==> src/pkg/cef_pkg.sv <==
// Constants and types for the CAN event flag register block
package cef_pkg;

    ////////////////////////////////////////////////////////////////////////
    // Bus widths
    localparam int ADDR_W = 12;
    localparam int DATA_W = 32;
    localparam int FLAG_W = 8;
    localparam int MODE_W = 2;
    localparam int ERR_SRC_W = 4;
    localparam int TX_BUF_W = 3;
    localparam int RX_BUF_W = 2;
    localparam int PRG_BUF_W = 6;

    ////////////////////////////////////////////////////////////////////////
    // Register byte offsets
    localparam logic [ADDR_W-1:0] OFF_FLAGS = 12'h000;
    localparam logic [ADDR_W-1:0] OFF_MASK = 12'h004;
    localparam logic [ADDR_W-1:0] OFF_CTRL = 12'h008;
    localparam logic [ADDR_W-1:0] OFF_PEND = 12'h00C;

    ////////////////////////////////////////////////////////////////////////
    // Flag bit positions
    localparam int BIT_INVALID = 7;
    localparam int BIT_WAKE = 6;
    localparam int BIT_ERR = 5;
    localparam int BIT_TX2 = 4;
    localparam int BIT_TX1 = 3;
    localparam int BIT_TX0 = 2;
    localparam int BIT_RX1 = 1;
    localparam int BIT_RX0 = 0;

    // Control register field: operating mode in the low bits
    localparam int CTRL_MODE_LSB = 0;

    ////////////////////////////////////////////////////////////////////////
    // Reset values
    localparam logic [FLAG_W-1:0] RST_FLAGS = 8'h00;
    localparam logic [FLAG_W-1:0] RST_MASK = 8'h00;

    // Mode codes as seen by software
    localparam logic [MODE_W-1:0] MODE_LEGACY = 2'h0;
    localparam logic [MODE_W-1:0] MODE_ENH = 2'h1;
    localparam logic [MODE_W-1:0] MODE_FIFO = 2'h2;

    // Implemented flag bits per mode
    localparam logic [FLAG_W-1:0] IMPL_LEGACY = 8'hFF;
    localparam logic [FLAG_W-1:0] IMPL_ENH = 8'hF2;
    localparam logic [FLAG_W-1:0] IMPL_FIFO = 8'hF3;

    ////////////////////////////////////////////////////////////////////////
    // Types
    typedef enum logic [2:0] {
        CEF_M_LEGACY = 3'b001,
        CEF_M_ENH = 3'b010,
        CEF_M_FIFO = 3'b100
    } cef_mode_t;

    typedef enum logic [4:0] {
        CEF_SEL_NONE = 5'b00001,
        CEF_SEL_FLAGS = 5'b00010,
        CEF_SEL_MASK = 5'b00100,
        CEF_SEL_CTRL = 5'b01000,
        CEF_SEL_PEND = 5'b10000
    } cef_sel_t;

endpackage

==> src/cef_flag_reg.sv <==
// CAN event flag register with APB slave and interrupt output
`timescale 1ns/100ps

module cef_flag_reg (
    input wire logic I_SYS_CLK,
    input wire logic I_SYS_RST,
    // APB slave
    input wire logic I_PSEL,
    input wire logic I_PENABLE,
    input wire logic I_PWRITE,
    input wire logic [cef_pkg::ADDR_W-1:0] I_PADDR,
    input wire logic [cef_pkg::DATA_W-1:0] I_PWDATA,
    input wire logic [3:0] I_PSTRB,
    output logic [cef_pkg::DATA_W-1:0] O_PRDATA,
    output logic O_PREADY,
    output logic O_PSLVERR,
    // Event strobes from the CAN controller, same clock
    input wire logic I_INVALID_MSG,
    input wire logic I_BUS_WAKE,
    input wire logic [cef_pkg::ERR_SRC_W-1:0] I_MODULE_ERR,
    input wire logic [cef_pkg::TX_BUF_W-1:0] I_TX_DONE,
    input wire logic [cef_pkg::RX_BUF_W-1:0] I_RX_NEW,
    input wire logic [cef_pkg::PRG_BUF_W-1:0] I_PRG_TX_DONE,
    input wire logic [cef_pkg::PRG_BUF_W-1:0] I_PRG_RX_NEW,
    input wire logic I_FIFO_WM,
    // Flag state and interrupt
    output logic [cef_pkg::FLAG_W-1:0] O_CAN_IRQ_FLAGS,
    output logic [cef_pkg::MODE_W-1:0] O_CAN_MODE,
    output logic O_IRQ
);

    ////////////////////////////////////////////////////////////////////////
    // State

    typedef struct packed {
        logic [cef_pkg::FLAG_W-1:0] can_irq_flags;
        logic [cef_pkg::FLAG_W-1:0] mask;
        cef_pkg::cef_mode_t mode;
        logic [cef_pkg::DATA_W-1:0] rdata;
        logic ready;
        logic slverr;
        logic irq;
    } cef_state_t;

    localparam cef_state_t RST_STATE = '{
        can_irq_flags: cef_pkg::RST_FLAGS,
        mask: cef_pkg::RST_MASK,
        mode: cef_pkg::CEF_M_LEGACY,
        rdata: 32'h0000_0000,
        ready: 1'b0,
        slverr: 1'b0,
        irq: 1'b0
    };

    cef_state_t s_q;
    cef_state_t s_d;

    ////////////////////////////////////////////////////////////////////////
    // Functions

    // Word-aligned address decode, shared by read and write paths
    function automatic cef_pkg::cef_sel_t reg_sel(
        input logic [cef_pkg::ADDR_W-1:0] addr
    );
        cef_pkg::cef_sel_t sel;
        sel = cef_pkg::CEF_SEL_NONE;
        if (addr == cef_pkg::OFF_FLAGS) begin
            sel = cef_pkg::CEF_SEL_FLAGS;
        end else if (addr == cef_pkg::OFF_MASK) begin
            sel = cef_pkg::CEF_SEL_MASK;
        end else if (addr == cef_pkg::OFF_CTRL) begin
            sel = cef_pkg::CEF_SEL_CTRL;
        end else if (addr == cef_pkg::OFF_PEND) begin
            sel = cef_pkg::CEF_SEL_PEND;
        end
        return sel;
    endfunction

    // Bits that exist in a given mode; the rest read and hold zero
    function automatic logic [cef_pkg::FLAG_W-1:0] impl_bits(
        input cef_pkg::cef_mode_t m
    );
        logic [cef_pkg::FLAG_W-1:0] b;
        b = cef_pkg::IMPL_LEGACY;
        unique case (m)
            cef_pkg::CEF_M_LEGACY: begin
                b = cef_pkg::IMPL_LEGACY;
            end
            cef_pkg::CEF_M_ENH: begin
                b = cef_pkg::IMPL_ENH;
            end
            cef_pkg::CEF_M_FIFO: begin
                b = cef_pkg::IMPL_FIFO;
            end
        endcase
        return b;
    endfunction

    // Mode as a software code
    function automatic logic [cef_pkg::MODE_W-1:0] mode_code(
        input cef_pkg::cef_mode_t m
    );
        logic [cef_pkg::MODE_W-1:0] c;
        c = cef_pkg::MODE_LEGACY;
        unique case (m)
            cef_pkg::CEF_M_LEGACY: begin
                c = cef_pkg::MODE_LEGACY;
            end
            cef_pkg::CEF_M_ENH: begin
                c = cef_pkg::MODE_ENH;
            end
            cef_pkg::CEF_M_FIFO: begin
                c = cef_pkg::MODE_FIFO;
            end
        endcase
        return c;
    endfunction

    // Software code to mode; the reserved code keeps the current mode
    function automatic cef_pkg::cef_mode_t code_to_mode(
        input logic [cef_pkg::MODE_W-1:0] c,
        input cef_pkg::cef_mode_t cur
    );
        cef_pkg::cef_mode_t m;
        m = cur;
        if (c == cef_pkg::MODE_LEGACY) begin
            m = cef_pkg::CEF_M_LEGACY;
        end else if (c == cef_pkg::MODE_ENH) begin
            m = cef_pkg::CEF_M_ENH;
        end else if (c == cef_pkg::MODE_FIFO) begin
            m = cef_pkg::CEF_M_FIFO;
        end
        return m;
    endfunction

    ////////////////////////////////////////////////////////////////////////
    // Events common to all modes, and buffer summaries used by the enhanced and FIFO modes

    logic [cef_pkg::FLAG_W-1:0] ev;
    logic ev_invalid;
    logic ev_wake;
    logic ev_err;
    logic any_tx;
    logic any_rx;

    assign ev_invalid = I_INVALID_MSG;
    assign ev_wake = I_BUS_WAKE;
    // Any one error source is enough
    assign ev_err = |I_MODULE_ERR;
    // Dedicated and programmable buffers both count
    assign any_tx = (|I_TX_DONE) | (|I_PRG_TX_DONE);
    assign any_rx = (|I_RX_NEW) | (|I_PRG_RX_NEW);

    ////////////////////////////////////////////////////////////////////////
    // Buffer events per mode

    always_comb begin
        ev = 8'h00;
        ev[cef_pkg::BIT_INVALID] = ev_invalid;
        ev[cef_pkg::BIT_WAKE] = ev_wake;
        ev[cef_pkg::BIT_ERR] = ev_err;
        unique case (s_q.mode)
            cef_pkg::CEF_M_LEGACY: begin
                ev[cef_pkg::BIT_TX2] = I_TX_DONE[2];
                ev[cef_pkg::BIT_TX1] = I_TX_DONE[1];
                ev[cef_pkg::BIT_TX0] = I_TX_DONE[0];
                ev[cef_pkg::BIT_RX1] = I_RX_NEW[1];
                ev[cef_pkg::BIT_RX0] = I_RX_NEW[0];
            end
            cef_pkg::CEF_M_ENH: begin
                ev[cef_pkg::BIT_TX2] = any_tx;
                ev[cef_pkg::BIT_RX1] = any_rx;
            end
            cef_pkg::CEF_M_FIFO: begin
                ev[cef_pkg::BIT_TX2] = any_tx;
                ev[cef_pkg::BIT_RX1] = any_rx;
                ev[cef_pkg::BIT_RX0] = I_FIFO_WM;
            end
        endcase
    end

    ////////////////////////////////////////////////////////////////////////
    // Bus decode

    logic access;
    logic commit;
    logic wr_lane0;
    logic wr_flags;
    logic wr_mask;
    logic wr_ctrl;
    cef_pkg::cef_sel_t sel;
    logic [cef_pkg::FLAG_W-1:0] wbyte;
    logic [cef_pkg::MODE_W-1:0] new_mode;

    always_comb begin
        access = I_PSEL & I_PENABLE;
        sel = reg_sel(I_PADDR);
        // Second access cycle, the one that sees ready high
        commit = access & s_q.ready;
        wr_lane0 = commit & I_PWRITE & I_PSTRB[0];
        // Writes to the pending word are dropped without error
        wr_flags = wr_lane0 & (sel == cef_pkg::CEF_SEL_FLAGS);
        wr_mask = wr_lane0 & (sel == cef_pkg::CEF_SEL_MASK);
        wr_ctrl = wr_lane0 & (sel == cef_pkg::CEF_SEL_CTRL);
        wbyte = I_PWDATA[cef_pkg::FLAG_W-1:0];
        new_mode = I_PWDATA[cef_pkg::CTRL_MODE_LSB +: cef_pkg::MODE_W];
    end

    ////////////////////////////////////////////////////////////////////////
    // Mode selection

    cef_pkg::cef_mode_t mode_nx;

    always_comb begin
        mode_nx = s_q.mode;
        if (wr_ctrl) begin
            mode_nx = code_to_mode(new_mode, s_q.mode);
        end
    end

    ////////////////////////////////////////////////////////////////////////
    // Flag update, one bit at a time

    logic [cef_pkg::FLAG_W-1:0] flags_base;
    logic [cef_pkg::FLAG_W-1:0] keep;
    logic [cef_pkg::FLAG_W-1:0] flags_nx;

    // Software write replaces the byte; old flags otherwise
    assign flags_base = wr_flags ? wbyte : s_q.can_irq_flags;
    // Bits missing in the new mode clear at once
    assign keep = impl_bits(mode_nx);

    generate
        for (genvar gi = 0; gi < cef_pkg::FLAG_W; gi++) begin : g_flag
            // A hardware event beats a same-cycle software clear
            assign flags_nx[gi] = (flags_base[gi] | ev[gi]) & keep[gi];
        end
    endgenerate

    ////////////////////////////////////////////////////////////////////////
    // Read data, captured in the first access cycle

    logic [cef_pkg::DATA_W-1:0] rd_word;

    always_comb begin
        // Upper bits read zero
        rd_word = 32'h0000_0000;
        if (~I_PWRITE) begin
            unique case (sel)
                cef_pkg::CEF_SEL_NONE: begin
                    rd_word = 32'h0000_0000;
                end
                cef_pkg::CEF_SEL_FLAGS: begin
                    rd_word[cef_pkg::FLAG_W-1:0] = s_q.can_irq_flags;
                end
                cef_pkg::CEF_SEL_MASK: begin
                    rd_word[cef_pkg::FLAG_W-1:0] = s_q.mask;
                end
                cef_pkg::CEF_SEL_CTRL: begin
                    rd_word[cef_pkg::MODE_W-1:0] = mode_code(s_q.mode);
                end
                cef_pkg::CEF_SEL_PEND: begin
                    rd_word[cef_pkg::FLAG_W-1:0] =
                        s_q.can_irq_flags & s_q.mask;
                end
                default: begin
                    rd_word = 32'h0000_0000;
                end
            endcase
        end
    end

    ////////////////////////////////////////////////////////////////////////
    // Mask and interrupt

    logic [cef_pkg::FLAG_W-1:0] mask_nx;
    logic [cef_pkg::FLAG_W-1:0] pend_nx;

    assign mask_nx = wr_mask ? wbyte : s_q.mask;
    // Taken from the next state, so it moves with the flags
    assign pend_nx = flags_nx & mask_nx;

    ////////////////////////////////////////////////////////////////////////
    // Next-state logic

    always_comb begin
        s_d = s_q;

        // Bus answer: one wait state, then completion
        if (access & ~s_q.ready) begin
            s_d.ready = 1'b1;
            // Unmapped address answers with an error
            s_d.slverr = (sel == cef_pkg::CEF_SEL_NONE);
            s_d.rdata = rd_word;
        end else begin
            // Answer stands one cycle, also if the master gives up
            s_d.ready = 1'b0;
            s_d.slverr = 1'b0;
            s_d.rdata = 32'h0000_0000;
        end

        // Register writes take effect at the completing edge
        s_d.mask = mask_nx;
        s_d.mode = mode_nx;
        s_d.can_irq_flags = flags_nx;
        s_d.irq = |pend_nx;
    end

    ////////////////////////////////////////////////////////////////////////
    // State register

    always_ff @(posedge I_SYS_CLK or posedge I_SYS_RST) begin
        if (I_SYS_RST) begin
            s_q <= RST_STATE;
        end else begin
            s_q <= s_d;
        end
    end

    ////////////////////////////////////////////////////////////////////////
    // Outputs, all straight from the state register

    assign O_PRDATA = s_q.rdata;
    assign O_PREADY = s_q.ready;
    assign O_PSLVERR = s_q.slverr;
    assign O_CAN_IRQ_FLAGS = s_q.can_irq_flags;
    // One-hot mode bits 2 and 1 are the code bits
    assign O_CAN_MODE = {s_q.mode[2], s_q.mode[1]};
    assign O_IRQ = s_q.irq;

endmodule

==> config.mk <==
export PLATFORM = sky130hd
export DESIGN_NAME = cef_flag_reg
export DESIGN_NICKNAME = d
export VERILOG_FILES = /design/src/pkg/cef_pkg.sv /design/src/cef_flag_reg.sv
export SDC_FILE = /design/constraint.sdc
export NUM_CORES = 1
export LEC_CHECK = 0
export BUFFER_PORTS_ARGS = -buffer_cell sky130_fd_sc_hd__buf_2
export CAP_MARGIN = 25
export CORE_MARGIN = 5
export CORE_UTILIZATION = 42
export CTS_CLUSTER_SIZE = 12
export DETAILED_ROUTE_END_ITERATION = 10
export GPL_ROUTABILITY_DRIVEN = 0
export GPL_TIMING_DRIVEN = 0
export PLACE_DENSITY = 0.88
export SKIP_CTS_REPAIR_TIMING = 1
export SLEW_MARGIN = 20
export SYNTH_ARGS = -nofsm -noshare
export SYNTH_HDL_FRONTEND = slang
export SYNTH_SLANG_ARGS = --single-unit
==> constraint.sdc <==
create_clock -name I_SYS_CLK -period 3.7 [get_ports I_SYS_CLK]
set_clock_uncertainty 0.05 [all_clocks]
set_input_delay 0.37 -clock I_SYS_CLK [delete_from_list [all_inputs] [get_ports I_SYS_CLK]]
set_output_delay 0.37 -clock I_SYS_CLK [all_outputs]
set_load 0.1 [all_outputs]
Yosys cells after proc, flatten, opt, wreduce, memory -nomap -nowiden. Index checks and enable logic that the tools add are counted.

Register bits after elaboration: 54. Input bits: 77. Output and inout port bits: 45.

Equality and inequality tests: 16. Multiplexer cells: 20. Bitwise gates (word level): 29. Reductions and logical operators: 9.

Operators by type and width (count): 2-to-1 mux 34 bit (1); equality test 12 x 4 -> 1 bit (second input constant) (2); 2-to-1 mux 8 bit (3); one-hot mux 8 bit (3 select lines) (1); 2-to-1 mux 5 bit (4); one-hot mux 6 bit (3 select lines) (1); AND 1 bit (16); AND 8 bit (2); equality test 12 x 3 -> 1 bit (second input constant) (1); zero test 12 bit (1); 2-to-1 mux 3 bit (4); OR reduction 6 bit (2); OR 1 bit (10); one-hot mux 2 bit (4 select lines) (1); OR reduction 8 bit (1); equality test 3 x 1 -> 1 bit (second input constant) (2); equality test 3 x 2 -> 1 bit (second input constant) (2); equality test 3 bit (second input constant) (2); one-hot mux 1 bit (2 select lines) (3); one-hot mux 2 bit (3 select lines) (1); equality test 5 x 1 -> 1 bit (second input constant) (1); equality test 5 x 2 -> 1 bit (second input constant) (1); equality test 5 x 3 -> 1 bit (second input constant) (1); equality test 5 x 4 -> 1 bit (second input constant) (1); other kinds (9) (10).

Depth between registers and ports, before layout. Gate-level depths: netlist of the first run.

Word-level depth: 13. Depth in mapped cells: 7.

Worst setup path after synthesis of the first run. OpenSTA, ideal clock, no wires.

Kind: register -> register. From: register s_q (netlist bit O_PREADY). To: register s_q (netlist bit O_IRQ). Setup time: 0.134 ns. Data arrival time: 2.434 ns. Required time: 3.516 ns. Slack: 1.082 ns. Cell stages (with the launch flop): 7. Path buffers: 0. Period minus slack after synthesis: 2.618 ns. Cell sequence: dfrtp_1 -> and3_1 -> nand4_1 -> nor2_1 -> mux2_2 -> a22oi_1 -> nand4_1.

RTL lines: start, declared (line cef_flag_reg.sv:55) `cef_state_t s_q;`; start signal, assigned (line cef_flag_reg.sv:314) `s_q <= RST_STATE;`; start signal, assigned (line cef_flag_reg.sv:316) `s_q <= s_d;`.

==> flow_summary.json, run 1 <==
{
  "drive_gt1_share_pct": 41.2,
  "synthXorXnorAreaFrac_pct": 0.443,
  "critical_path.max_stage_delay_ns": 0.60,
  "ioPinCount": 122,
  "cp_max_fo": 8,
  "worstReg2RegStart": "O_PREADY",
  "setup_viol": 0,
  "wl_per_cell_um": 14.1,
  "synth_ff_type": "dfrtp_1",
  "placed_cells": 369,
  "routed-via-count": 1969,
  "cts-buffers-inserted": 5,
  "tightest_slew_ns": 0.744,
  "peakVddDrop_uv": 175,
  "netlist_instances": 222,
  "slew_viol_final": 0,
  "drt_first_iter_violations": 109,
  "synth-compound-area-share_pct": 18.3,
  "reg2reg_setup_slack_ns": 1.19,
  "synth-seq-area-share_pct": 38.0,
  "synth_mux_area_share_pct": 3.42,
  "first_pass_iters": 5,
  "yosysTopAreaCellShare_pct": 36.7,
  "cts_sinks": 30,
  "crit_arrival_ns": 2.69,
  "rows": 25,
  "timing.slew.headroom_pct": 50.2,
  "die_x_um": 78.6,
  "cp_top_family": "simple AND/OR/NAND/NOR gates",
  "die_area_um2": 6180,
  "drc_errors": 0,
  "max_freq_ghz": 0.386,
  "antenna_found_initial": 0,
  "critPathCaptureType": "register",
  "port_buffers": 69,
  "yosys.cell_count.top_type": "buf_4",
  "syn_area_per_cell_um2": 8.91,
  "place_hpwl_mm": 4.22,
  "insertedDiodeCount": 0,
  "worstPathBufferInverterCount": 1,
  "viasPerCell": 5.22,
  "final_cells": 377,
  "post_synth_instance_area_um2": 1980,
  "clk_latency_ns": 0.29,
  "post-route-util_pct": 55.5,
  "rsz0062_at_grt": "no",
  "synth_common_cells": "buf_4 (42), dfrtp_1 (29), nand2_1 (16), nor2_1 (15), o21ai_0 (12)",
  "p_leak_nw": 1.32,
  "min_period_ns": 2.59,
  "crit_type": "primary input to register",
  "synth.largest_area_cell": "dfrtp_1",
  "synth_fa_ha_area_share_pct": 0,
  "hold_ws_ns": 0.126,
  "crit_path_top_delay_cell": "nor2_1",
  "cts_tree": "yes",
  "track_usage_pct": 18.1,
  "reg2reg_depth": 6,
  "power_density_nw_per_um2": 314,
  "yosysWarnings": 0,
  "tns_ns": 0,
  "crit_required_ns": 3.80,
  "pre_cts_slack_ns": 0.818,
  "cap_violations": 0,
  "ys_types": 43,
  "ant_nets": 0,
  "die_h_um": 78.6,
  "synth-seq-cells": 30,
  "core_region_area_um2": 4660,
  "wl_mm": 5.32,
  "cpMostUsedCell": "nand4_1",
  "clockBufferDepth": 2,
  "finalCritPeriodShare_pct": 70.0,
  "layout.nets": 399,
  "hold_path.class": "primary input to asynchronous set/reset pin",
  "hold_viol_final": 0,
  "synth_edf_count": 0,
  "start_kind": "primary input",
  "htreeDepth": 2,
  "synth-async-reset-ratio_pct": 100,
  "yosys.area_share.simple_pct": 20.9,
  "grt-ovfl-total": 0,
  "synth_top_family_by_area": "simple AND/OR/NAND/NOR gates",
  "grt_pass1_wl_mm": 8.83,
  "first_global_vias": 1901,
  "ctsRootBufferMaster": "clkbuf_8",
  "path_cells": "buf_2 -> nor4_1 -> nand4_1 -> nor2_1 -> mux2_2 -> a22oi_1 -> nand4_1",
  "syn_to_final_growth_pct": 30.8,
  "start_util_pct": 42.4,
  "status": "finished, final reports clean",
  "r2r-end": "O_IRQ",
  "final.setup.worst_slack_ns": 1.11,
  "grt_max_degree": 19,
  "synth_area_leaders": "dfrtp_1 (37%), buf_4 (16%), mux2_2 (3.4%), o21ai_0 (3.0%), nand2_1 (3.0%)",
  "cts.clk_slew.worst_paths_ns": 0.07
}
flip-flops by register name, summed over array words and instances (netlist names):
name	cells
s_q	9
O_CAN_IRQ_FLAGS	8
O_PREADY	1
O_PSLVERR	1
O_CAN_MODE	2
O_IRQ	1
O_PRDATA	8
where the power goes:
part           switching, mW  internal [mW]  total [mW]
clock                  0.131          0.149       0.280
sequential          0.000911          0.329       0.330
combinational          0.157         0.0462       0.203
worst register-to-register path, stage by stage (launching register included):
cell and delay (ns):
dfrtp_1 0.39, and3_1 0.21, nand4_1 0.34, nor2_1 0.61, mux2_2 0.41, a22oi_1 0.22, nand4_1 0.13
worst max-delay path by stage:
stage | startpoint | end | depth (start not counted)
after floorplan | O_PREADY | O_IRQ | 6
after global placement | I_PADDR[5] | O_IRQ | 7
after detailed placement | I_PADDR[5] | O_IRQ | 7
after CTS | I_PADDR[5] | O_IRQ | 7
after global routing | I_PADDR[5] | O_IRQ | 7
final | I_PADDR[5] | O_IRQ | 7
layout by cell type (no fill, tap or decap), types with 3 or more instances in the layout:
master	n
buf_2	70
buf_4	42
dfrtp_1	29
conb_1	24
nand2_1	16
nor2_1	15
o21ai_0	12
a21oi_1	10
clkbuf_1	8
nor4_1	7
nor3_1	7
a22oi_1	6
o211ai_1	6
mux2_2	6
clkbuf_8	6
or4_1	5
nand3_1	5
inv_1	4
a32oi_1	4
a31oi_1	4
nor2b_1	3
a211oi_1	3
nand4_1	3
cell type report:
cell class	instances	area (um^2)
buffer	51	350
clock buffer	6	82.6
clock inverter	2	12.5
fill	418	2070
inverter	5	18.8
multi-input combinational	159	943
sequential	30	752
tap	54	67.6
timing repair buffer	70	360
routing by layer:
layer  vias to the layer above  routed length [um]  part of all wire (%)  GRT usage, %
met5                         -                   0                     0             0
met4                         0                  83                   1.6          8.22
met3                         7                 533                    10          5.39
met2                       113                2580                    48          29.7
met1                       897                2120                    40          21.8
li1                        952                   -                     -             -
metrics by stage:
stage / power, mW / cell area, um^2
2_1_floorplan: 0.496 / 2060
3_3_place_gp: 0.534 / 2480
3_5_place_dp: 0.538 / 2490
4_1_cts: 0.818 / 2590
5_1_grt: 0.843 / 2590
6_report: 0.813 / 2590
cell families after synthesis:
group,after synthesis
compound gates,54
xor+xnor,1
buf+inv,56
flops,30
mux,6
other cells,1
simple gates,74
(Power assumes the default switching activity.)
==> run 2, diff against run 1 <==
--- a/config.mk
+++ b/config.mk
@@ -8,12 +8,12 @@
 export BUFFER_PORTS_ARGS = -buffer_cell sky130_fd_sc_hd__buf_2
 export CAP_MARGIN = 25
 export CORE_MARGIN = 5
-export CORE_UTILIZATION = 42
+export CORE_UTILIZATION = 39
 export CTS_CLUSTER_SIZE = 12
 export DETAILED_ROUTE_END_ITERATION = 10
 export GPL_ROUTABILITY_DRIVEN = 0
 export GPL_TIMING_DRIVEN = 0
-export PLACE_DENSITY = 0.88
+export PLACE_DENSITY = 0.86
 export SKIP_CTS_REPAIR_TIMING = 1
 export SLEW_MARGIN = 20
 export SYNTH_ARGS = -nofsm -noshare
==> constraint.sdc (replaced) <==
create_clock -name I_SYS_CLK -period 2.3 [get_ports I_SYS_CLK]
set_clock_uncertainty 0.05 [all_clocks]
set_input_delay 0.23 -clock I_SYS_CLK [delete_from_list [all_inputs] [get_ports I_SYS_CLK]]
set_output_delay 0.23 -clock I_SYS_CLK [all_outputs]
set_load 0.1 [all_outputs]
==> run 2 against run 1 <==
The run now ends with negative hold slack left; cell area increased by 2.0%; clock power rose by 60%; global-route usage fell by 0.88 points; flip-flop and latch count unchanged; combinational power grew 63%; critical endpoint unchanged; critical path depth decreased by 1; worst hold slack worse by 0.16 ns; largest power group unchanged; total power increased by 61%; routed wire length rose by 1.3%; final cell count up 4.5%; via count decreased by 1.3%; die area rose by 6.7%.
==> flow_summary.json, run 2 (synthesis gave the netlist of run 1 again) <==
{
  "start_kind": "register",
  "grt-ovfl-total": 0,
  "finalCritPeriodShare_pct": 92.6,
  "cts.clk_slew.worst_paths_ns": 0.07,
  "first_global_vias": 1884,
  "drc_errors": 0,
  "cts-buffers-inserted": 5,
  "crit_start": "O_PREADY",
  "final.setup.worst_slack_ns": 0.170,
  "hold_viol_final": 14,
  "placed_cells": 385,
  "final_cells": 394,
  "rows": 26,
  "fillers": 492,
  "grt_max_degree": 17,
  "antenna_found_initial": 0,
  "power_mw": 1.31,
  "status": "finished with violations",
  "rsz0062_at_grt": "no",
  "die_x_um": 81.2,
  "tightest_slew_ns": 0.785,
  "die_area_um2": 6600,
  "syn_to_final_growth_pct": 33.4,
  "power_density_nw_per_um2": 496,
  "crit_type": "register to register",
  "routed-via-count": 1943,
  "die_h_um": 81.2,
  "insertedDiodeCount": 0,
  "crit_arrival_ns": 2.24,
  "layout.nets": 400,
  "failed_checks": "negative hold slack",
  "htreeDepth": 2,
  "ioPinCount": 122,
  "min_period_ns": 2.13,
  "critPathCaptureType": "register",
  "place_hpwl_mm": 4.32,
  "reg2reg_depth": 6,
  "cap_violations": 0,
  "worstReg2RegStart": "O_PREADY",
  "max_freq_ghz": 0.469,
  "grt_pass1_wl_mm": 8.74,
  "final_cell_mix": "buf_2 (70), buf_4 (43), dfrtp_1 (28)",
  "cts_tree": "yes",
  "setup_viol": 0,
  "layout_commonest_cell": "buf_2",
  "hold_path.class": "primary input to asynchronous set/reset pin",
  "track_usage_pct": 17.2,
  "cts_sinks": 30,
  "regMostFlops": "s_q",
  "hold_ws_ns": -0.0347,
  "clockBufferDepth": 2,
  "largest_register_ffs": 9,
  "slew_viol_final": 0,
  "core_region_area_um2": 5010,
  "clk_latency_ns": 0.28,
  "drive_gt1_share_pct": 42.0,
  "viasPerCell": 4.93,
  "crit_required_ns": 2.41,
  "drt_first_iter_violations": 174,
  "first_pass_iters": 4,
  "wl_per_cell_um": 13.7,
  "wl_mm": 5.39,
  "timing.slew.headroom_pct": 47.5,
  "peakVddDrop_uv": 183,
  "cp_max_fo": 6,
  "ant_nets": 0,
  "p_leak_nw": 1.33,
  "port_buffers": 69,
  "ctsRootBufferMaster": "clkbuf_8",
  "pre_cts_slack_ns": -0.380,
  "start_util_pct": 39.5
}
[run 2: cell count changes in the layout (fill, tap and decap cells not counted), sizes merged]
cell  previous run  this run
buf            113       114
[run 2: metrics by stage]
| step | TNS (ns) | util, % | hold WS [ns] | instance area [um^2] |
|---|---|---|---|---|
| 6_report | 0 | 52.7 | -0.0347 | 2640 |
| 5_1_grt | 0 | 52.7 | 0.0295 | 2640 |
| 4_1_cts | -0.121 | 52.4 | -0.0122 | 2620 |
| 3_5_place_dp | -0.437 | 50.5 | 0.297 | 2530 |
| 3_3_place_gp | -0.345 | 49.9 | 0.394 | 2500 |
| 2_1_floorplan | 0 | - | 0.270 | 2070 |
[run 2: critical path: stages, from the launching register on]
cell and delay, ns:
dfrtp_4 0.43, and3_1 0.20, nand4_1 0.28, nor2_4 0.30
mux2_2 0.38, a22oi_1 0.24, nand4_1 0.13
[run 2: path summary, 6_finish.rpt]
check | to | slack [ns]
max in group asynchronous | s_q[35] | 1.64
min | s_q[43] | -0.03
min reg2reg | O_PREADY | 0.48
max reg2reg | O_IRQ | 0.17
min in group I_SYS_CLK | O_CAN_IRQ_FLAGS[6] | 0.10
max | O_IRQ | 0.17
[run 2: per-layer routing]
metal,vias to the layer above,wire (um),track usage [%],share of wire [%]
li1,945,-,-,-
met1,872,2100,20.7,39
met2,119,2680,28.9,50
met3,7,550,5.10,10
met4,0,66,6.59,1.2
met5,-,0,0,0
[run 2: area by class of cell]
| type | instances | area (um^2) | area share [%] |
|---|---|---|---|
| well taps | 70 | 87.6 | 3.32 |
| clock buffers | 6 | 82.6 | 3.13 |
| repair buffers | 71 | 380 | 14.4 |
| plain buffers | 51 | 350 | 13.3 |
| inverters | 5 | 18.8 | 0.711 |
| flip-flops and latches | 30 | 756 | 28.6 |
| clock inverters | 2 | 12.5 | 0.474 |
| multi-input cells | 159 | 951 | 36.0 |
[run 2: where the power goes]
group / switching [mW] / total, mW / internal, mW
clock: 0.208 / 0.448 / 0.240
sequential: 0.00144 / 0.532 / 0.530
combinational: 0.253 / 0.330 / 0.0767
total: 0.463 / 1.31 / 0.847
==> run 3, diff against run 2 <==
--- a/config.mk
+++ b/config.mk
@@ -8,12 +8,13 @@
 export BUFFER_PORTS_ARGS = -buffer_cell sky130_fd_sc_hd__buf_2
 export CAP_MARGIN = 25
 export CORE_MARGIN = 5
-export CORE_UTILIZATION = 39
+export CORE_UTILIZATION = 40
+export CTS_BUF_LIST = sky130_fd_sc_hd__clkbuf_8
 export CTS_CLUSTER_SIZE = 12
 export DETAILED_ROUTE_END_ITERATION = 10
 export GPL_ROUTABILITY_DRIVEN = 0
 export GPL_TIMING_DRIVEN = 0
-export PLACE_DENSITY = 0.86
+export PLACE_DENSITY = 0.87
 export SKIP_CTS_REPAIR_TIMING = 1
 export SLEW_MARGIN = 20
 export SYNTH_ARGS = -nofsm -noshare
==> run 3 against run 2 <==
The flow now finishes without violations; total power shrank 1.7%; die area fell by 2.2%; via count grew 5.6%; setup slack lost 0.069 ns; sequential share of layout area fell by 0.095 points; core utilization grew 3.0 points; critical path type unchanged; critical endpoint unchanged.
==> flow_summary.json, run 3 (synthesis gave the netlist of run 1 again) <==
{
  "wl_per_cell_um": 14.1,
  "p_sw_mw": 0.445,
  "final_cell_mix": "buf_2 (70), buf_4 (44), dfrtp_1 (28)",
  "first_pass_iters": 6,
  "routed-via-count": 2051,
  "core_region_area_um2": 4750,
  "cpMostUsedCell": "nand4_1",
  "clk_latency_ns": 0.28,
  "hold_viol_final": 0,
  "viasPerCell": 5.22,
  "cp_max_fo": 6,
  "cap_violations": 0,
  "reg2reg_setup_slack_ns": 0.10,
  "rows": 25,
  "drc_errors": 0,
  "ctsRootBufferMaster": "clkbuf_8",
  "die_h_um": 80.3,
  "htreeDepth": 2,
  "grt_max_degree": 19,
  "crit_type": "register to register",
  "grt_pass1_wl_mm": 8.85,
  "rsz0062_at_grt": "no",
  "syn_to_final_growth_pct": 33.8,
  "clkPwrFrac_pct": 32.9,
  "hold_path.class": "primary input to register",
  "grt-ovfl-total": 0,
  "fillers": 471,
  "min_period_ns": 2.20,
  "hold_ws_ns": 0.107,
  "path_cells": "and3_1 -> nand4_1 -> nor2_4 -> mux2_2 -> a22oi_1 -> nand4_1",
  "start_kind": "register",
  "crit_arrival_ns": 2.29,
  "swShare_pct": 34.6,
  "antenna_found_initial": 0,
  "worstReg2RegStart": "O_PREADY",
  "setup_viol": 0,
  "layout_commonest_cell": "buf_2",
  "tightest_slew_ns": 0.782,
  "drive_gt1_share_pct": 41.4,
  "port_buffers": 69,
  "reg2reg_depth": 6,
  "timing.slew.headroom_pct": 47.7,
  "critical_path.max_stage_delay_ns": 0.43,
  "cts.clk_slew.worst_paths_ns": 0.06,
  "combPwrFrac_pct": 25.8,
  "die_area_um2": 6450,
  "status": "finished, final reports clean",
  "power_mw": 1.29,
  "ioPinCount": 122,
  "wl_mm": 5.55,
  "drt_first_iter_violations": 200,
  "insertedDiodeCount": 0,
  "largest_register_ffs": 9,
  "cts_sinks": 30,
  "crit_required_ns": 2.40,
  "start_util_pct": 41.6,
  "whs_path_depth": 2,
  "peakVddDrop_uv": 220,
  "cts-buffers-inserted": 5,
  "power_density_nw_per_um2": 487,
  "layout.nets": 402,
  "critPathCaptureType": "register",
  "crit_path_top_delay_cell": "dfrtp_4",
  "hold_end": "O_CAN_IRQ_FLAGS[6]",
  "track_usage_pct": 17.7,
  "clockBufferDepth": 2,
  "ant_nets": 0,
  "p_int_mw": 0.843,
  "tns_ns": 0,
  "p_seq_share_pct": 41.3,
  "finalCritPeriodShare_pct": 95.6,
  "slew_viol_final": 0,
  "regMostFlops": "s_q",
  "r2r-end": "O_IRQ",
  "first_global_vias": 1906,
  "max_freq_ghz": 0.455,
  "place_hpwl_mm": 4.43,
  "cts_tree": "yes",
  "die_x_um": 80.3,
  "p_leak_nw": 1.35,
  "hold_start": "I_BUS_WAKE"
}
==> run 3: cell types whose count changed in the layout (fill, tap and decap cells not counted) <==
cell	previous run	this run
dlygate4sd3_1	0	1
clkinvlp_4	1	0
buf_4	43	44
clkinv_2	1	0
inv_1	4	6
==> run 3: how the worst max path moves through the flow <==
stage               start    end  cells after the start
2_1_floorplan    O_PREADY  O_IRQ                      6
5_1_grt          O_PREADY  O_IRQ                      6
6_report         O_PREADY  O_IRQ                      6
3_3_place_gp   I_PADDR[5]  O_IRQ                      7
3_5_place_dp   I_PADDR[5]  O_IRQ                      7
4_1_cts          O_PREADY  O_IRQ                      6
==> run 3: stage by stage <==
stage               util, %  cells  area (um^2)  setup slack, ns
floorplan                 -    245         2070           0.0838
global placement       52.5    381         2500           -0.304
detailed placement     53.1    382         2520           -0.363
finish                 55.7    393         2650            0.100
global route           55.7    393         2650           0.0561
CTS                    55.0    390         2620           -0.142
==> run 3: routing by layer <==
layer | wire (um) | share of wire, % | vias to the layer above | global-route usage [%]
met5 | 0 | 0 | - | 0
met3 | 637 | 11 | 19 | 4.37
li1 | - | - | 955 | -
met1 | 2120 | 38 | 919 | 21.6
met2 | 2660 | 48 | 158 | 29.7
met4 | 135 | 2.4 | 0 | 7.26
==> run 3: final cells by class <==
type,instances,area [um^2],share of cell area [%]
plain buffers,51,350,13.2
clock buffers,6,82.6,3.12
clock inverters,2,7.51,0.284
inverters,5,18.8,0.709
multi-input cells,159,951,35.9
flip-flops and latches,30,756,28.5
well taps,67,83.8,3.17
repair buffers,73,398,15.0
==> run 3: critical path, delay by kind of cell (launching register included) <==
kind,cells,cell delay (ns)
flops,1,0.43
compound gates,1,0.24
simple gates,4,0.97
mux,1,0.37
==> run 3: power groups by stage <==
| stage | sequential (mW) | clock [mW] | combinational, mW |
|---|---|---|---|
| 5_1_grt | 0.532 | 0.461 | 0.349 |
| 3_3_place_gp | 0.541 | 0 | 0.319 |
| 4_1_cts | 0.532 | 0.431 | 0.327 |
| 2_1_floorplan | 0.556 | 0 | 0.242 |
| 3_5_place_dp | 0.542 | 0 | 0.327 |
| 6_report | 0.532 | 0.424 | 0.332 |
